### src/mpfo_pkg.sv
package mpfo_pkg;
   // ==========================================================
   // Register byte addresses
   localparam logic [7:0] OFS_CON1   = 8'h00;
   localparam logic [7:0] OFS_FLTA   = 8'h04;
   localparam logic [7:0] OFS_FLTB   = 8'h08;
   localparam logic [7:0] OFS_OVD    = 8'h0C;
   localparam logic [7:0] OFS_DC1    = 8'h10;
   localparam logic [7:0] OFS_DC2    = 8'h14;
   localparam logic [7:0] OFS_DC3    = 8'h18;
   localparam logic [7:0] OFS_KEY    = 8'h1C;
   localparam logic [7:0] OFS_ACT1   = 8'h20;
   localparam logic [7:0] OFS_ACT2   = 8'h24;
   localparam logic [7:0] OFS_ACT3   = 8'h28;
   localparam logic [7:0] OFS_STAT   = 8'h2C;
   // ==========================================================
   // Field positions and masks
   localparam int         CON1_UPD_OFF  = 0;
   localparam int         CON1_OVR_SYNC = 1;
   localparam int         CON1_UPD_NOW  = 2;
   localparam logic [15:0] CON1_MASK = 16'h0F07;
   localparam logic [15:0] FLT_MASK  = 16'h3F87;
   localparam int         FLT_MODE   = 7;
   localparam int         FLT_OV_LO  = 8;
   localparam logic [15:0] OVD_MASK  = 16'h3F3F;
   localparam int         OVD_GEN_LO = 8;
   // ==========================================================
   // Reset values
   localparam logic [15:0] CON1_RST  = 16'h0000;
   localparam logic [15:0] FLT_RST   = 16'h0007;
   localparam logic [15:0] OVD_RST   = 16'h3F00;
   localparam logic [15:0] DC_RST    = 16'h0000;
   // ==========================================================
   // Unlock sequence, values arbitrary
   localparam logic [15:0] KEY_FIRST  = 16'hABCD;
   localparam logic [15:0] KEY_SECOND = 16'h4321;
endpackage : mpfo_pkg

### src/mpfo_reg16.sv
`timescale 1ns/100ps
module mpfo_reg16 #(
   parameter logic [15:0] RST  = 16'h0000,
   parameter logic [15:0] MASK = 16'hFFFF
) (
   input  wire logic        pclk,
   input  wire logic        presetn,
   input  wire logic        we,
   input  wire logic [15:0] wdata,
   output logic      [15:0] q
);
   always_ff @(posedge pclk or negedge presetn) begin
      if (!presetn) begin
         q <= RST & MASK;
      end else if (we) begin
         q <= wdata & MASK;
      end
   end
endmodule : mpfo_reg16

### src/mpfo_top.sv
`timescale 1ns/100ps
module mpfo_top #(
   parameter int DW = 16
) (
   input  wire logic        pclk,
   input  wire logic        presetn,
   input  wire logic        psel,
   input  wire logic        penable,
   input  wire logic        pwrite,
   input  wire logic [7:0]  paddr,
   input  wire logic [31:0] pwdata,
   output logic      [31:0] prdata,
   output logic             pready,
   output logic             pslverr,
   input  wire logic        write_lock_config,
   input  wire logic        time_base_tick,
   input  wire logic [2:0]  gen_high,
   input  wire logic [2:0]  gen_low,
   input  wire logic        fault_a_input_pin_n,
   input  wire logic        fault_b_input_pin_n,
   output logic      [2:0]  high_side_output,
   output logic      [2:0]  low_side_output,
   output logic      [15:0] duty_value_one,
   output logic      [15:0] duty_value_two,
   output logic      [15:0] duty_value_three
);
   // Register file and read mux are built for 16-bit words only
   if (DW != 16) begin : g_dw_check
      $error("mpfo_top: DW must be 16");
   end

   // ==========================================================
   // Bus decode
   logic        wr_en;
   logic        known;
   logic [15:0] wd;
   assign wr_en = psel && penable && pwrite;
   assign wd    = pwdata[15:0];
   always_comb begin
      case (paddr)
         mpfo_pkg::OFS_CON1, mpfo_pkg::OFS_FLTA, mpfo_pkg::OFS_FLTB,
         mpfo_pkg::OFS_OVD, mpfo_pkg::OFS_DC1, mpfo_pkg::OFS_DC2,
         mpfo_pkg::OFS_DC3, mpfo_pkg::OFS_KEY, mpfo_pkg::OFS_ACT1,
         mpfo_pkg::OFS_ACT2, mpfo_pkg::OFS_ACT3, mpfo_pkg::OFS_STAT: known = 1'b1;
         default: known = 1'b0;
      endcase
   end

   // ==========================================================
   // Unlock sequencer
   typedef enum logic [1:0] {MPFO_LOCKED, MPFO_HALF, MPFO_OPEN} mpfo_key_t;
   mpfo_key_t   key_reg;
   logic [15:0] key_val_reg;
   logic        prot_hit;
   logic        prot_ok;
   assign prot_hit = wr_en && (paddr == mpfo_pkg::OFS_CON1 || paddr == mpfo_pkg::OFS_FLTA ||
                               paddr == mpfo_pkg::OFS_FLTB);
   assign prot_ok  = !write_lock_config || (key_reg == MPFO_OPEN);

   // Unlock lasts for the next write only, to any register, then relocks
   always_ff @(posedge pclk or negedge presetn) begin
      if (!presetn) begin
         key_reg <= MPFO_LOCKED;
      end else if (wr_en && paddr == mpfo_pkg::OFS_KEY) begin
         if (wd == mpfo_pkg::KEY_FIRST) begin
            key_reg <= MPFO_HALF;
         end else if (wd == mpfo_pkg::KEY_SECOND && key_reg == MPFO_HALF) begin
            key_reg <= MPFO_OPEN;
         end else begin
            key_reg <= MPFO_LOCKED;
         end
      end else if (wr_en) begin
         key_reg <= MPFO_LOCKED;
      end
   end

   always_ff @(posedge pclk or negedge presetn) begin
      if (!presetn) begin
         key_val_reg <= 16'h0000;
      end else if (wr_en && paddr == mpfo_pkg::OFS_KEY) begin
         key_val_reg <= wd;
      end
   end

   // ==========================================================
   // Register file
   logic [15:0] con1;
   logic [15:0] flta;
   logic [15:0] fltb;
   logic [15:0] ovd;
   logic [15:0] dc1;
   logic [15:0] dc2;
   logic [15:0] dc3;

   mpfo_reg16 #(.RST(mpfo_pkg::CON1_RST), .MASK(mpfo_pkg::CON1_MASK)) u_con1 (
      .pclk(pclk), .presetn(presetn),
      .we(prot_hit && prot_ok && paddr == mpfo_pkg::OFS_CON1), .wdata(wd), .q(con1));
   mpfo_reg16 #(.RST(mpfo_pkg::FLT_RST), .MASK(mpfo_pkg::FLT_MASK)) u_flta (
      .pclk(pclk), .presetn(presetn),
      .we(prot_hit && prot_ok && paddr == mpfo_pkg::OFS_FLTA), .wdata(wd), .q(flta));
   mpfo_reg16 #(.RST(mpfo_pkg::FLT_RST), .MASK(mpfo_pkg::FLT_MASK)) u_fltb (
      .pclk(pclk), .presetn(presetn),
      .we(prot_hit && prot_ok && paddr == mpfo_pkg::OFS_FLTB), .wdata(wd), .q(fltb));
   mpfo_reg16 #(.RST(mpfo_pkg::OVD_RST), .MASK(mpfo_pkg::OVD_MASK)) u_ovd (
      .pclk(pclk), .presetn(presetn),
      .we(wr_en && paddr == mpfo_pkg::OFS_OVD), .wdata(wd), .q(ovd));
   mpfo_reg16 #(.RST(mpfo_pkg::DC_RST), .MASK(16'hFFFF)) u_dc1 (
      .pclk(pclk), .presetn(presetn),
      .we(wr_en && paddr == mpfo_pkg::OFS_DC1), .wdata(wd), .q(dc1));
   mpfo_reg16 #(.RST(mpfo_pkg::DC_RST), .MASK(16'hFFFF)) u_dc2 (
      .pclk(pclk), .presetn(presetn),
      .we(wr_en && paddr == mpfo_pkg::OFS_DC2), .wdata(wd), .q(dc2));
   mpfo_reg16 #(.RST(mpfo_pkg::DC_RST), .MASK(16'hFFFF)) u_dc3 (
      .pclk(pclk), .presetn(presetn),
      .we(wr_en && paddr == mpfo_pkg::OFS_DC3), .wdata(wd), .q(dc3));

   // ==========================================================
   // Active duty transfer
   logic dc_xfer;
   assign dc_xfer = !con1[mpfo_pkg::CON1_UPD_OFF] &&
                    (con1[mpfo_pkg::CON1_UPD_NOW] || time_base_tick);

   always_ff @(posedge pclk or negedge presetn) begin
      if (!presetn) begin
         duty_value_one   <= mpfo_pkg::DC_RST;
         duty_value_two   <= mpfo_pkg::DC_RST;
         duty_value_three <= mpfo_pkg::DC_RST;
      end else if (dc_xfer) begin
         duty_value_one   <= dc1;
         duty_value_two   <= dc2;
         duty_value_three <= dc3;
      end
   end

   // ==========================================================
   // Override shadow
   logic [15:0] ovd_act_reg;
   always_ff @(posedge pclk or negedge presetn) begin
      if (!presetn) begin
         ovd_act_reg <= mpfo_pkg::OVD_RST;
      end else if (!con1[mpfo_pkg::CON1_OVR_SYNC] || time_base_tick) begin
         ovd_act_reg <= ovd;
      end
   end

   // ==========================================================
   // Fault capture; pins are active low
   logic fa_act;
   logic fb_act;
   logic fa_latch_reg;
   logic fb_latch_reg;
   assign fa_act = !fault_a_input_pin_n;
   assign fb_act = !fault_b_input_pin_n;

   // Latched faults clear on a time base tick once the pin is released
   always_ff @(posedge pclk or negedge presetn) begin
      if (!presetn) begin
         fa_latch_reg <= 1'b0;
         fb_latch_reg <= 1'b0;
      end else begin
         if (fa_act && !flta[mpfo_pkg::FLT_MODE]) begin
            fa_latch_reg <= 1'b1;
         end else if (time_base_tick && (flta[mpfo_pkg::FLT_MODE] || !fa_act)) begin
            fa_latch_reg <= 1'b0;
         end
         if (fb_act && !fltb[mpfo_pkg::FLT_MODE]) begin
            fb_latch_reg <= 1'b1;
         end else if (time_base_tick && (fltb[mpfo_pkg::FLT_MODE] || !fb_act)) begin
            fb_latch_reg <= 1'b0;
         end
      end
   end

   logic fa_on;
   logic fb_on;
   assign fa_on = fa_act || fa_latch_reg;
   assign fb_on = fb_act || fb_latch_reg;

   // ==========================================================
   // Output selection; fault A has priority over fault B
   logic [2:0] hi_next;
   logic [2:0] lo_next;
   always_comb begin
      for (int i = 0; i < 3; i++) begin
         if (ovd_act_reg[mpfo_pkg::OVD_GEN_LO + 2*i + 1]) begin
            hi_next[i] = gen_high[i];
         end else begin
            hi_next[i] = ovd_act_reg[2*i + 1];
         end
         if (ovd_act_reg[mpfo_pkg::OVD_GEN_LO + 2*i]) begin
            lo_next[i] = gen_low[i];
         end else begin
            lo_next[i] = ovd_act_reg[2*i];
         end
         if (fb_on && fltb[i]) begin
            hi_next[i] = fltb[mpfo_pkg::FLT_OV_LO + 2*i + 1];
            lo_next[i] = fltb[mpfo_pkg::FLT_OV_LO + 2*i];
         end
         if (fa_on && flta[i]) begin
            hi_next[i] = flta[mpfo_pkg::FLT_OV_LO + 2*i + 1];
            lo_next[i] = flta[mpfo_pkg::FLT_OV_LO + 2*i];
         end
      end
   end

   always_ff @(posedge pclk or negedge presetn) begin
      if (!presetn) begin
         high_side_output <= 3'h0;
         low_side_output  <= 3'h0;
      end else begin
         high_side_output <= hi_next;
         low_side_output  <= lo_next;
      end
   end

   // ==========================================================
   // APB answer: zero wait states, registered read data
   logic [15:0] rd;
   always_comb begin
      case (paddr)
         mpfo_pkg::OFS_CON1: rd = con1;
         mpfo_pkg::OFS_FLTA: rd = flta;
         mpfo_pkg::OFS_FLTB: rd = fltb;
         mpfo_pkg::OFS_OVD:  rd = ovd;
         mpfo_pkg::OFS_DC1:  rd = dc1;
         mpfo_pkg::OFS_DC2:  rd = dc2;
         mpfo_pkg::OFS_DC3:  rd = dc3;
         mpfo_pkg::OFS_KEY:  rd = key_val_reg;
         mpfo_pkg::OFS_ACT1: rd = duty_value_one;
         mpfo_pkg::OFS_ACT2: rd = duty_value_two;
         mpfo_pkg::OFS_ACT3: rd = duty_value_three;
         mpfo_pkg::OFS_STAT: rd = {11'h000, key_reg == MPFO_OPEN, fb_on, fa_on,
                                   fb_latch_reg, fa_latch_reg};
         default:            rd = 16'h0000;
      endcase
   end

   // pready is registered: it rises at the edge that ends the setup cycle, so it is high in the access cycle
   always_ff @(posedge pclk or negedge presetn) begin
      if (!presetn) begin
         pready  <= 1'b0;
         pslverr <= 1'b0;
         prdata  <= 32'h0000_0000;
      end else begin
         pready  <= psel && !penable;
         pslverr <= psel && !penable && !known;
         prdata  <= (psel && !penable) ? {16'h0000, rd} : 32'h0000_0000;
      end
   end
endmodule : mpfo_top

### config.mk
export PLATFORM = sky130hd
export DESIGN_NAME = mpfo_top
export DESIGN_NICKNAME = d
export VERILOG_FILES = /design/src/mpfo_pkg.sv /design/src/mpfo_reg16.sv /design/src/mpfo_top.sv
export SDC_FILE = /design/constraint.sdc
export NUM_CORES = 1
export LEC_CHECK = 0
export BUFFER_PORTS_ARGS = -buffer_cell sky130_fd_sc_hd__buf_2
export CORE_MARGIN = 1.5
export CORE_UTILIZATION = 45
export DETAILED_ROUTE_END_ITERATION = 10
export PLACE_DENSITY = 0.65
export REMOVE_ABC_BUFFERS = 1
export SLEW_MARGIN = 20
export SYNTH_ARGS = -nofsm -noshare
export SYNTH_HDL_FRONTEND = slang
export SYNTH_HIERARCHICAL = 1
export SYNTH_SLANG_ARGS = --single-unit
### constraint.sdc
create_clock -name pclk -period 5.6 [get_ports pclk]
set_clock_uncertainty 0.15 [all_clocks]
set_input_delay 0 -clock pclk [delete_from_list [all_inputs] [get_ports pclk]]
set_output_delay 0 -clock pclk [all_outputs]
set_load 0.01 [all_outputs]
==> metrics.csv <==
stage;metric;value;unit
run_status;outcome;finished clean;
floorplanning;die_x;149;µm
drt;dr.pass1.iters;5;
cells_and_area;fin_area;11200;µm²
sta;fin_crit;3300;ps
global_route;grt_pass1_wl;39000;µm
global_route;antenna_found_initial;0;
logic_synthesis;yosysUniqueCellTypes;55;
clock_tree;htree_levels;4;
cells_and_area;utilization;0.534;
drt;routed_wl;25200;µm
clock_tree;cts_tree;built;
logic_synthesis;syn_inst;735;
cells_and_area;fillers;1842;
placement;io_buffers;110;
critical_path;start_kind;primary input;
cells_and_area;final_cell_mix;173 x dfrtp_1, 109 x buf_2, 100 x mux2_2, 67 x mux2_4;
cells_and_area;diodes;0;
cells_and_area;area_delta_synth_final;16.4;%
critical_path;r2r_setup_slack;3270;ps
critical_path;cp-endpoint;key_reg[1];
drt;num_vias;6515;
critical_path;rr_worst_depth;5;
drt;wirelength_met1;11400;µm
power_and_ir_drop;leakagePower;5.44;nW
drt;drt-initial-drc-count;427;
sta;rsz0062_at_grt;false;
sta;slew_viol_final;0;
floorplanning;core.rowCount;53;
global_route;grt.overflow.total;0;
drt;drtAntennaViolNets;0;
critical_path;critPathLaunch;paddr[7];
drt;route.met2.wl;12200;µm
job;drv_cap;0;
logic_synthesis;syn_avg_cell_area;13.1;µm²
clock_tree;cts.clk_slew.worst_paths;70;ps
logic_synthesis;yosys_warnings;6;
global_route;grt_max_degree;84;
logic_synthesis;yosys_most_used_dff;dfrtp_1;
logic_synthesis;syn_area;9650;µm²
cells_and_area;final_cells;1160;
critical_path;cp.arrival;3530;ps
floorplanning;initial_core_util;0.459;
logic_synthesis;synth.largest_area_cell;dfrtp_1;
floorplanning;core;21000;µm²
power_and_ir_drop;cellPowerDensity;251;nW/µm²
drt;wl_per_cell;21.8;µm
logic_synthesis;synth.area.top_cells;dfrtp_1 45%, mux2_2 12%, mux2_4 10%;
sta;setup_violations;0;
cells_and_area;seqCellArea;4800;µm²
drt;highest_layer;met4;
sta;maxSlewHeadroom;0.257;
logic_synthesis;synth_top_area_share;0.449;
cells_and_area;fin_nets;927;
critical_path;critical_path_class;in -> reg;
worst_hold_path;hold_class;in -> async;
sta;tightest_slew;1110;ps
placement;routabilityCongestion;0.841;
sta;fin_crit_sh;0.589;
drt;drc;0;
sta;finalSetupTns;0;ps
power_and_ir_drop;irDropWorstVdd;203;µV
power_and_ir_drop;fin_total_pwr;2.81;mW
critical_path;path_max_fanout;17;
cells_and_area;final_common_cell;dfrtp_1;
cells_and_area;multi_input_area;4400;µm²
critical_path;timing.rr.end;u_con1/q[1];
clock_tree;cts_resized;0;
clock_tree;cts-root-buf;clkbuf_16;
floorplanning;die-area;22300;µm²
clock_tree;cts-buffers-inserted;17;
logic_synthesis;ys_seq_elements;191;
clock_tree;cts_sinks;191;
sta;hold_viol;0;
sta;max_freq;0.303;GHz
floorplanning;die_h;149;µm
logic_synthesis;ys_seq_area_frac;0.498;
drt;wl_met3;1180;µm
clock_tree;worstSkewPairLatency;440;ps
global_route;grt_pass1_vias;6517;
logic_synthesis;synth-edff-count;0;
clock_tree;post_cts_buffers;0;
critical_path;r2r_start;key_reg[0];
placement;placedInstanceArea;10200;µm²
critical_path;required;5830;ps
drt;via_per_inst;5.62;
floorplanning;io-pin-count;143;
placement;dp.cells;1087;
cells_and_area;drive_gt1_frac;0.414;
critical_path;endpoint_kind;flip-flop;
logic_synthesis;synthArstFlopShare;1.00;
placement;dp_hpwl;17200;µm
global_route;grt_usage;0.237;
clock_tree;cts_buffer_depth;2;
cell families after synthesis:
family | synth area share
other cells | 0.00195
flops | 0.498
compound gates | 0.0711
mux | 0.289
simple gates | 0.0763
buf+inv | 0.0638
routing by layer:
layer / global-route usage / vias to the layer above
li1: - / 2886
met1: 0.325 / 3384
met2: 0.383 / 207
met3: 0.0366 / 38
met4: 0.0797 / 0
met5: 0 / -
power by group:
part	switching (mW)	total, mW	internal [mW]
clock	0.596	1.19	0.593
combinational	0.131	0.213	0.0821
sequential	0.0139	1.41	1.40
total	0.741	2.81	2.07
worst min-delay path by stage:
stage | depth (start not counted) | slack, ps | startpoint | to
2_1_floorplan | 0 | -450 | presetn | duty_value_one[0]
3_3_place_gp | 1 | -70 | presetn | duty_value_three[6]
3_5_place_dp | 1 | -60 | presetn | duty_value_three[6]
4_1_cts | 4 | 20 | paddr[4] | pslverr
5_1_grt | 3 | 40 | time_base_tick | ovd_act_reg[0]
6_report | 2 | 7 | presetn | duty_value_three[6]
worst max-delay path, stage by stage:
cell	delay, ps
dlygate4sd3_1	550
buf_2	180
or4b_1	740
or3_1	850
or2_1	420
o31ai_2	210
dlygate4sd3_1	570
Yosys cell counts, drive strengths merged, types with 5 or more instances:
cell type and instances:
dfstp 18, nor4b 8, a22o 16, nand3b 8, a31oi 14, clkbuf 22
o21ai 23, nand3 9, mux4 6, nor3 12, nand2b 6, o2bb2ai 11
buf 65, or3 6, a21oi 8, and2 10, mux2 177, nand2 26
nor2 17, mux2i 41, a22oi 12, dfrtp 173, conb 5
repair_timing:
action / in CTS / in global routing
hold buffers: 41 / 0
endpoints found under the hold margin: 201 / 0
endpoints found under the setup margin: 0 / 0
stage by stage:
| step | hold slack (ps) | setup slack, ps |
|---|---|---|
| CTS | 16.9 | 2340 |
| finish | 6.53 | 2300 |
| global route | 43.8 | 2210 |
| floorplan | -446 | 2240 |
| global placement | -66.5 | 2480 |
| detailed placement | -58.3 | 2460 |
cell type report:
cell class,count,area share
clock inverter,15,0.0128
timing repair buffer,169,0.0984
tap,275,0.0306
sequential,191,0.428
inverter,3,0.00100
clock buffer,17,0.0379
multi-input combinational,490,0.392
Power figures use the tool's default switching activity.
